`src/core/lps_defines.vh`:
```
// Constants for the loader panel sequencer
`ifndef LPS_DEFINES_VH
`define LPS_DEFINES_VH
`define LPS_CLK_HZ        100000000
`define LPS_TICK_MS       10
`define LPS_TICK_CYC      ((`LPS_CLK_HZ / 1000) * `LPS_TICK_MS)
`define LPS_ALL_ON_MS     1000
`define LPS_SELFTEST_MS   15000
`define LPS_DARK_MS       500
`define LPS_MECH_MS       20000
`define LPS_NSLOT         7
`define LPS_CMD_NONE      3'h0
`define LPS_CMD_SCAN      3'h1
`define LPS_CMD_GOSLOT    3'h2
`define LPS_CMD_PICK      3'h3
`define LPS_CMD_GODRIVE   3'h4
`define LPS_CMD_INSERT    3'h5
`define LPS_CMD_RETURN    3'h6
`define LPS_CMD_HOME      3'h7
`endif

```
`src/core/lps_tick.v`:
```
// Tick generator dividing the system clock
`timescale 1ns/10ps
module lps_tick #(
    parameter integer DIV = 1000000
) (
    input  wire ref_clk,
    input  wire sys_rst,
    output reg  tick_r
);
    reg [31:0] cnt_r;
    always @(posedge ref_clk or posedge sys_rst) begin
        if (sys_rst) begin
            cnt_r  <= 32'h0;
            tick_r <= 1'b0;
        end else if (cnt_r >= DIV - 1) begin
            cnt_r  <= 32'h0;
            tick_r <= 1'b1;
        end else begin
            cnt_r  <= cnt_r + 32'h1;
            tick_r <= 1'b0;
        end
    end
endmodule // lps_tick

```
`src/core/lps_sync.v`:
```
// Two-stage synchroniser for a bus of pin inputs
`timescale 1ns/10ps
module lps_sync #(
    parameter integer W = 1
) (
    input  wire         ref_clk,
    input  wire         sys_rst,
    input  wire [W-1:0] din,
    output reg  [W-1:0] dout
);
    reg [W-1:0] meta_r;
    always @(posedge ref_clk or posedge sys_rst) begin
        if (sys_rst) begin
            meta_r <= {W{1'b0}};
            dout   <= {W{1'b0}};
        end else begin
            meta_r <= din;
            dout   <= meta_r;
        end
    end
endmodule // lps_sync

```
`src/core/lps_loader_panel_sequencer.v`:
```
// Loader panel and mechanism sequencer
`timescale 1ns/10ps
`include "lps_defines.vh"
module lps_loader_panel_sequencer #(
    parameter integer TICK_CYC    = `LPS_TICK_CYC,
    parameter integer ALL_ON_TK   = `LPS_ALL_ON_MS / `LPS_TICK_MS,
    parameter integer SELFTEST_TK = `LPS_SELFTEST_MS / `LPS_TICK_MS,
    parameter integer DARK_TK     = `LPS_DARK_MS / `LPS_TICK_MS,
    parameter integer MECH_TK     = `LPS_MECH_MS / `LPS_TICK_MS
) (
    input  wire       ref_clk,
    input  wire       sys_rst,
    input  wire       drive_reset_req,
    input  wire       btn_select,
    input  wire       btn_load,
    input  wire       btn_eject,
    input  wire       key_panel_off,
    input  wire       mech_test_done,
    input  wire       mech_test_ok,
    input  wire       mech_done,
    input  wire       mech_fault,
    input  wire [6:0] scan_slots,
    input  wire       drive_loaded,
    input  wire       tape_start_marker,
    input  wire       receiver_closed,
    output reg        led_power_r,
    output reg        led_mag_fault_r,
    output reg        led_ldr_fault_r,
    output reg        led_select_r,
    output reg        led_load_r,
    output reg        led_eject_r,
    output reg  [6:0] led_slot_r,
    output reg        mech_test_start_r,
    output reg  [2:0] mech_cmd_r,
    output reg  [2:0] mech_slot_r,
    output reg        receiver_open_r
);
    localparam [3:0] S_PWR    = 4'h0,
                     S_TEST   = 4'h1,
                     S_WAITRS = 4'h2,
                     S_DARK   = 4'h3,
                     S_SCAN   = 4'h4,
                     S_READY  = 4'h5,
                     S_LOAD   = 4'h6,
                     S_BOT    = 4'h7,
                     S_LOADED = 4'h8,
                     S_UNLD   = 4'h9,
                     S_HOME   = 4'ha,
                     S_OPEN   = 4'hb,
                     S_FAIL   = 4'hc;

    wire       tick;
    wire [6:0] slots_s;
    wire [9:0] pins_s;
    wire       rst_req_s  = pins_s[0];
    wire       sel_s      = pins_s[1];
    wire       load_s     = pins_s[2];
    wire       ej_s       = pins_s[3];
    wire       keyoff_s   = pins_s[4];
    wire       tdone_s    = pins_s[5];
    wire       tok_s      = pins_s[6];
    wire       mdone_s    = pins_s[7];
    wire       mfault_s   = pins_s[8];
    wire       closed_s   = pins_s[9];
    wire       loaded_s;
    wire       bot_s;

    lps_tick #(.DIV(TICK_CYC)) u_tick (
        .ref_clk (ref_clk),
        .sys_rst (sys_rst),
        .tick_r  (tick)
    );
    lps_sync #(.W(10)) u_sync_pins (
        .ref_clk (ref_clk),
        .sys_rst (sys_rst),
        .din     ({receiver_closed, mech_fault, mech_done, mech_test_ok,
                   mech_test_done, key_panel_off, btn_eject, btn_load,
                   btn_select, drive_reset_req}),
        .dout    (pins_s)
    );
    lps_sync #(.W(9)) u_sync_mech (
        .ref_clk (ref_clk),
        .sys_rst (sys_rst),
        .din     ({tape_start_marker, drive_loaded, scan_slots}),
        .dout    ({bot_s, loaded_s, slots_s})
    );

    // Next occupied slot above cur, wrapping to the lowest
    function [2:0] next_slot;
        input [6:0] occ;
        input [2:0] cur;
        integer i, idx;
        reg     found;
        begin
            found = 1'b0;
            next_slot = cur;
            for (i = 1; i <= `LPS_NSLOT; i = i + 1) begin
                idx = (cur + i) % `LPS_NSLOT;
                if (!found && occ[idx]) begin
                    found = 1'b1;
                    next_slot = idx[2:0];
                end
            end
        end
    endfunction

    reg [3:0]  state_r;
    reg [3:0]  state_nxt;
    reg [15:0] tmr_r;
    reg [1:0]  step_r;
    reg        pass2_r;
    reg [6:0]  occ_r;
    reg [2:0]  cur_r;
    reg        sel_q_r;
    reg        load_q_r;
    reg        ej_q_r;
    reg        rst_q_r;
    reg [1:0]  done_q_r;

    // Edge detect on buttons; done levels linger, so steps act on their rise
    wire sel_p  = sel_s & ~sel_q_r;
    wire load_p = load_s & ~load_q_r;
    wire ej_p   = ej_s & ~ej_q_r;
    wire rst_p  = rst_req_s & ~rst_q_r;
    // Presses count only while own light is lit
    wire sel_ok  = sel_p & led_select_r;
    wire load_ok = load_p & led_load_r;
    wire ej_ok   = ej_p & led_eject_r & ~keyoff_s;
    wire tmo     = (tmr_r >= MECH_TK[15:0]);

    always @(posedge ref_clk or posedge sys_rst) begin
        if (sys_rst) begin
            state_r           <= S_PWR;
            tmr_r             <= 16'h0;
            step_r            <= 2'h0;
            pass2_r           <= 1'b0;
            occ_r             <= 7'h0;
            cur_r             <= 3'h0;
            sel_q_r           <= 1'b0;
            load_q_r          <= 1'b0;
            ej_q_r            <= 1'b0;
            rst_q_r           <= 1'b0;
            done_q_r          <= 2'h0;
            led_power_r       <= 1'b1;
            led_mag_fault_r   <= 1'b0;
            led_ldr_fault_r   <= 1'b1;
            led_select_r      <= 1'b0;
            led_load_r        <= 1'b0;
            led_eject_r       <= 1'b0;
            led_slot_r        <= 7'h0;
            mech_test_start_r <= 1'b0;
            mech_cmd_r        <= `LPS_CMD_NONE;
            mech_slot_r       <= 3'h0;
            receiver_open_r   <= 1'b0;
        end else begin
            sel_q_r           <= sel_s;
            load_q_r          <= load_s;
            ej_q_r            <= ej_s;
            rst_q_r           <= rst_req_s;
            done_q_r          <= {tdone_s, mdone_s};
            mech_test_start_r <= 1'b0;
            led_power_r       <= 1'b1;
            if (tick) begin
                tmr_r <= tmr_r + 16'h1;
            end
            // Drive controller reset restarts the self-check anywhere
            if (rst_p) begin
                state_r         <= S_PWR;
                pass2_r         <= 1'b1;
                tmr_r           <= 16'h0;
                led_mag_fault_r <= 1'b0;
                led_ldr_fault_r <= 1'b1;
                led_select_r    <= 1'b0;
                led_load_r      <= 1'b0;
                led_eject_r     <= 1'b0;
                led_slot_r      <= 7'h0;
                mech_cmd_r      <= `LPS_CMD_NONE;
                receiver_open_r <= 1'b0;
            end else begin
                case (state_r)
                S_PWR: begin
                    if (tmr_r >= ALL_ON_TK[15:0]) begin
                        led_mag_fault_r   <= 1'b1;
                        led_select_r      <= 1'b1;
                        led_load_r        <= 1'b1;
                        led_eject_r       <= 1'b1;
                        led_slot_r        <= 7'h7f;
                        mech_test_start_r <= 1'b1;
                        tmr_r             <= 16'h0;
                        state_r           <= S_TEST;
                    end
                end
                S_TEST: begin
                    // Missing result by the deadline counts as failure
                    if ((tdone_s && !done_q_r[1]) || tmr_r >= SELFTEST_TK[15:0]) begin
                        tmr_r <= 16'h0;
                        if (tdone_s && !done_q_r[1] && tok_s) begin
                            led_mag_fault_r <= 1'b0;
                            led_ldr_fault_r <= 1'b0;
                            state_r <= pass2_r ? S_DARK : S_WAITRS;
                        end else begin
                            state_r <= S_FAIL;
                        end
                    end
                end
                S_WAITRS: state_r <= S_WAITRS; // Idle until drive controller reset
                S_DARK: begin
                    if (tmr_r >= DARK_TK[15:0]) begin
                        led_select_r <= 1'b0;
                        led_load_r   <= 1'b0;
                        led_eject_r  <= 1'b0;
                        led_slot_r   <= 7'h0;
                        mech_cmd_r   <= `LPS_CMD_SCAN;
                        tmr_r        <= 16'h0;
                        state_r      <= S_SCAN;
                    end
                end
                S_SCAN: begin
                    if (mdone_s && !done_q_r[0]) begin
                        mech_cmd_r <= `LPS_CMD_NONE;
                        occ_r      <= slots_s;
                        cur_r      <= 3'h0;
                        led_slot_r <= 7'h01;
                        led_select_r <= 1'b1;
                        led_load_r   <= 1'b1;
                        led_eject_r  <= 1'b1;
                        state_r    <= S_READY;
                    end else if (mfault_s || tmo) begin
                        state_r <= S_FAIL;
                    end
                end
                S_READY: begin
                    if (sel_ok) begin
                        cur_r      <= next_slot(occ_r, cur_r);
                        led_slot_r <= 7'h01 << next_slot(occ_r, cur_r);
                    end else if (load_ok) begin
                        led_select_r <= 1'b0;
                        led_load_r   <= 1'b0;
                        led_eject_r  <= 1'b0;
                        mech_slot_r  <= cur_r;
                        mech_cmd_r   <= `LPS_CMD_GOSLOT;
                        step_r       <= 2'h0;
                        tmr_r        <= 16'h0;
                        state_r      <= S_LOAD;
                    end else if (ej_ok) begin
                        led_select_r <= 1'b0;
                        led_load_r   <= 1'b0;
                        led_eject_r  <= 1'b0;
                        led_slot_r   <= 7'h0;
                        mech_cmd_r   <= `LPS_CMD_HOME;
                        step_r       <= 2'h0;
                        tmr_r        <= 16'h0;
                        state_r      <= S_HOME;
                    end
                end
                S_LOAD: begin
                    if (mfault_s || tmo) begin
                        state_r <= S_FAIL;
                    end else if (mdone_s && !done_q_r[0]) begin
                        tmr_r  <= 16'h0;
                        step_r <= step_r + 2'h1;
                        case (step_r)
                        2'h0: mech_cmd_r <= `LPS_CMD_PICK;
                        2'h1: mech_cmd_r <= `LPS_CMD_GODRIVE;
                        2'h2: mech_cmd_r <= `LPS_CMD_INSERT;
                        default: begin
                            mech_cmd_r <= `LPS_CMD_NONE;
                            state_r    <= S_BOT;
                        end
                        endcase
                    end
                end
                S_BOT: begin
                    if (bot_s && loaded_s) begin
                        led_load_r   <= 1'b1;
                        led_eject_r  <= 1'b1;
                        led_select_r <= 1'b0;
                        state_r      <= S_LOADED;
                    end
                end
                S_LOADED: begin
                    if (load_ok || ej_ok) begin
                        led_select_r <= 1'b0;
                        led_load_r   <= 1'b0;
                        led_eject_r  <= 1'b0;
                        mech_slot_r  <= cur_r;
                        mech_cmd_r   <= `LPS_CMD_RETURN;
                        step_r       <= {1'b0, ej_ok};
                        tmr_r        <= 16'h0;
                        state_r      <= S_UNLD;
                    end
                end
                S_UNLD: begin
                    if (mfault_s || tmo) begin
                        state_r <= S_FAIL;
                    end else if (mdone_s && !done_q_r[0]) begin
                        mech_cmd_r <= `LPS_CMD_NONE;
                        if (step_r[0]) begin
                            led_slot_r      <= 7'h0;
                            receiver_open_r <= 1'b1;
                            state_r         <= S_OPEN;
                        end else begin
                            led_select_r <= 1'b1;
                            led_load_r   <= 1'b1;
                            led_eject_r  <= 1'b1;
                            state_r      <= S_READY;
                        end
                    end
                end
                S_HOME: begin
                    if (mfault_s || tmo) begin
                        state_r <= S_FAIL;
                    end else if (mdone_s && !done_q_r[0]) begin
                        mech_cmd_r      <= `LPS_CMD_NONE;
                        receiver_open_r <= 1'b1;
                        state_r         <= S_OPEN;
                    end
                end
                S_OPEN: begin
                    // Wait for receiver to leave then close again
                    if (!closed_s) begin
                        receiver_open_r <= 1'b0;
                        step_r          <= 2'h3;
                    end else if (step_r == 2'h3) begin
                        mech_cmd_r <= `LPS_CMD_SCAN;
                        tmr_r      <= 16'h0;
                        state_r    <= S_SCAN;
                    end
                end
                S_FAIL: begin
                    led_mag_fault_r <= 1'b1;
                    led_ldr_fault_r <= 1'b1;
                    mech_cmd_r      <= `LPS_CMD_NONE;
                    led_load_r      <= 1'b1;
                    if (load_ok) begin
                        pass2_r           <= 1'b1;
                        led_mag_fault_r   <= 1'b0;
                        led_load_r        <= 1'b0;
                        tmr_r             <= 16'h0;
                        state_r           <= S_PWR;
                    end
                end
                default: state_r <= S_PWR;
                endcase
            end
        end
    end
endmodule // lps_loader_panel_sequencer

```
`config.mk`:
```
export PLATFORM = sky130hd
export DESIGN_NAME = lps_loader_panel_sequencer
export DESIGN_NICKNAME = d
export VERILOG_FILES = /design/src/core/lps_tick.v /design/src/core/lps_sync.v /design/src/core/lps_loader_panel_sequencer.v
export VERILOG_INCLUDE_DIRS = /design/src /design/src/core
export SDC_FILE = /design/constraint.sdc
export NUM_CORES = 1
export LEC_CHECK = 0
export ABC_CLOCK_PERIOD_IN_PS = 9500
export BUFFER_PORTS_ARGS = -buffer_cell sky130_fd_sc_hd__buf_2
export CORE_ASPECT_RATIO = 0.5
export CORE_MARGIN = 1
export CORE_UTILIZATION = 30
export CTS_CLUSTER_SIZE = 25
export DETAILED_ROUTE_END_ITERATION = 6
export PLACE_DENSITY_LB_ADDON = 0.3
export SYNTH_ARGS = -nofsm -noshare
export SYNTH_HDL_FRONTEND = slang
export SYNTH_SLANG_ARGS = --single-unit
```
`constraint.sdc`:
```
create_clock -name ref_clk -period 9.5 [get_ports ref_clk]
set_clock_uncertainty 0.05 [all_clocks]
set_input_delay 1.9 -clock ref_clk [delete_from_list [all_inputs] [get_ports ref_clk]]
set_output_delay 1.9 -clock ref_clk [all_outputs]
set_load 0.01 [all_outputs]
```
==> results.py <==
metrics = {
    "synth": {
        "synth_area_leaders": "dfrtp_1 (42%), ha_1 (4.6%), nor2_1 (4.1%), nand2_1 (3.5%), mux2i_1 (2.7%)",
        "netlist_instances": 804,
        "ys_async_sr_fraction_pct": 100,
        "netlist_area_um2": 7650,
        "ys.flop_type": "dfrtp_1",
        "yosysSeqAreaShare_pct": 42.6,
        "netlist.area_leader.share_pct": 42.2,
        "ys_types": 86,
        "synth.largest_area_cell": "dfrtp_1",
        "synth_edf_count": 0,
        "syn_avg_cell_area_um2": 9.51,
        "yosysMostFrequentCell": "dfrtp_1",
        "synth_commonest_cells": "dfrtp_1 (129), nor2_1 (83), nand2_1 (71), a21oi_1 (39), o21ai_0 (35)",
        "ys_seq_elements": 130,
        "ys_warn_count": 0,
    },
    "clock_tree": {
        "postCtsHoldBufs": 0,
        "cts_made_buffers": 17,
        "cts_tree": "done",
        "htree_levels": 4,
        "worst_skew_pair.late_latency_ns": 0.41,
        "cts_resized": 0,
        "cts.path.max_buffers": 2,
        "cts_root_buf": "clkbuf_16",
        "cts_setup_buffers": 0,
        "cts_sinks": 130,
        "clk_pin_slew_worst_paths_ns": 0.06,
    },
    "run_status": {
        "status": "completed",
    },
    "grt": {
        "antenna_found_initial": 0,
        "grtUsageMet3_pct": 3.17,
        "grt_pass1_wl_um": 31100,
        "grt_usage_pct": 14.8,
        "overflow": 0,
        "grt_pass1_vias": 6034,
        "met2_usage_pct": 24.3,
        "top_usage_layer": "met2",
        "grt_use_met1_pct": 19.3,
        "grt_start_max_net_pins": 73,
    },
    "worst_hold_path": {
        "hp-class": "reg2reg",
    },
    "cells_and_area": {
        "num_antenna_cells": 0,
        "fin_nets": 895,
        "drive_gt1_share_pct": 14.5,
        "fill_cells": 2467,
        "syn2layout_area_growth_pct": 14.9,
    },
    "setup_path": {
        "crit_arrival_ns": 6.26,
        "critPathBufInv": 2,
        "slowest_delay_ns": 0.74,
        "crit_path_cell_trace": "inv_1, ha_1, inv_1, ha_1, ha_1, a31oi_1, xnor2_1, ha_1, nand2_1, o2bb2ai_1, o221ai_1, a221oi_1, a311oi_2, o221a_2, o311ai_0, a211oi_1, a211oi_1, o31ai_1",
        "startpoint_type": "flip-flop",
        "cp_max_fo": 17,
        "crit_top_cell": "ha_1",
        "worstPathRequired_ns": 9.73,
        "cp_top_family": "compound AO/OA/AOI/OAI gates",
        "critPathKind": "reg2reg",
        "end_kind": "flip-flop",
        "crit_path_top_delay_cell": "dfrtp_1",
    },
    "power": {
        "p_per_area_nw_per_um2": 386,
        "p_leak_nw": 3.77,
        "peakVddDrop_v": 0.000186,
    },
    "route": {
        "via_per_inst": 5.13,
        "routed_wl_um": 18600,
        "vias": 6123,
        "drtIter0Drc": 496,
        "drt_first_pass_iters": 5,
        "routedWlPerCell_um": 15.6,
        "drc": 0,
        "ant_nets": 0,
    },
    "sta": {
        "hold_viol_final": 0,
        "setup_viol": 0,
        "fin_crit_ns": 6.03,
        "fmax_mhz": 166,
        "fin_hold_ws_ns": 0.294,
        "period_share_pct": 63.5,
        "slew_headroom_pct": 20.0,
        "slew_violations": 0,
        "worstMarginPinSlew_ns": 1.19,
        "rsz0062_at_grt": "false",
        "setup_tns_ns": 0,
    },
    "placement": {
        "dp_hpwl_um": 13200,
        "port_buffers": 40,
        "gp_congestion": 0.896,
    },
    "flow_run": {
        "drv_cap": 0,
    },
    "die": {
        "io_pins": 42,
        "fp.coreArea_um2": 24500,
        "num_rows": 40,
        "die_w_um": 228,
        "fp.dieH_um": 115,
        "start_util_pct": 31.2,
        "dieArea_um2": 26200,
    },
}
## power by group
part	internal (mW)	total, mW	switching (mW)
sequential	0.638	0.786	0.148
combinational	0.819	1.98	1.16
clock	0.389	0.618	0.230
total	1.85	3.39	1.54
## worst paths after layout
| kind | from | endpoint | slack, ns | cells past startpoint |
|---|---|---|---|---|
| worst min register to register | u_sync_mech.meta_r[4] | u_sync_mech.dout[4] | 0.29 | 0 |
| worst max-delay path | cur_r[1] | led_slot_r[2] | 3.47 | 18 |
| worst min-delay path | u_sync_mech.meta_r[4] | u_sync_mech.dout[4] | 0.29 | 0 |
| max in group asynchronous | sys_rst | u_sync_mech.meta_r[8] | 6.71 | 3 |
| worst max register to register | cur_r[1] | led_slot_r[2] | 3.47 | 18 |
| min in group asynchronous | sys_rst | u_sync_mech.dout[2] | 1.53 | 2 |
## layout make-up
| type | instances | area [um^2] | share of cell area, % |
|---|---|---|---|
| inverter | 29 | 114 | 1.30 |
| timing repair buffer | 46 | 245 | 2.79 |
| sequential | 130 | 3250 | 37.0 |
| multi-input combinational | 622 | 4190 | 47.7 |
| tap | 336 | 420 | 4.79 |
| clock inverter | 10 | 111 | 1.27 |
| clock buffer | 20 | 447 | 5.08 |
## through the flow
step | util, % | worst slack [ns] | power, mW | instance area (um^2) | std cells
2_1_floorplan | - | 3.85 | 2.29 | 7690 | 815
3_3_place_gp | 33.6 | 3.77 | 2.73 | 8230 | 1163
3_5_place_dp | 33.6 | 3.55 | 2.76 | 8230 | 1163
4_1_cts | 35.9 | 3.53 | 3.40 | 8780 | 1193
5_1_grt | 35.9 | 2.93 | 3.66 | 8780 | 1193
6_report | 35.9 | 3.47 | 3.39 | 8780 | 1193
## logic make-up (layout without fill, tap and decap cells)
logic type	Yosys count	count (layout)	share of synthesized area [%]
AND/OR/NAND/NOR	297	297	19.2
adder cells (fa/ha/maj)	28	28	4.58
XOR/XNOR	46	46	5.51
multiplexers	44	44	6.63
flip-flops	130	130	42.6
buffers and inverters	63	105	3.24
AO/OA/AOI/OAI	194	194	18.2
other	2	13	0.0982
## sequential cells by signal, summed over array words and instances (netlist names), 2 cells and up
signal and cells:
u_sync_mech.meta_r 9, led_slot_r 7, mech_cmd_r 3, state_r 4, u_sync_pins.meta_r 10, occ_r 7
u_sync_pins.dout 10, u_sync_mech.dout 9, mech_slot_r 3, step_r 2, cur_r 3, u_tick.cnt_r 32
tmr_r 16, done_q_r 2
## cells in the final DEF (no fill, tap or decap), types with 7 or more instances in the layout
| master | synthesis | routed |
|---|---|---|
| dfrtp_1 | 129 | 129 |
| nor2_1 | 83 | 83 |
| nand2_1 | 71 | 71 |
| buf_2 | 5 | 40 |
| a21oi_1 | 39 | 39 |
| o21ai_0 | 35 | 35 |
| nand3_1 | 30 | 30 |
| ha_1 | 28 | 28 |
| inv_1 | 27 | 26 |
| xnor2_1 | 24 | 24 |
| mux2i_1 | 21 | 21 |
| xor2_1 | 21 | 21 |
| mux2_2 | 18 | 18 |
| and3_1 | 18 | 18 |
| clkbuf_16 | 0 | 17 |
| nand2b_1 | 16 | 16 |
| nor3_1 | 16 | 16 |
| conb_1 | 2 | 13 |
| nor2b_1 | 12 | 12 |
| nor4_1 | 10 | 10 |
| o22ai_1 | 9 | 9 |
| o31ai_1 | 9 | 9 |
| a211oi_1 | 8 | 8 |
| nand4_1 | 7 | 7 |
| and2_1 | 7 | 7 |
| a31oi_1 | 7 | 7 |
| a21o_1 | 7 | 7 |
| or3_1 | 7 | 7 |
## routing by layer
| metal | wire length (um) | vias up |
|---|---|---|
| li1 | - | 2988 |
| met1 | 8680 | 2922 |
| met2 | 8710 | 190 |
| met3 | 930 | 23 |
| met4 | 272 | 0 |
| met5 | 0 | - |
Note: power is estimated with default switching activity, not from simulation.
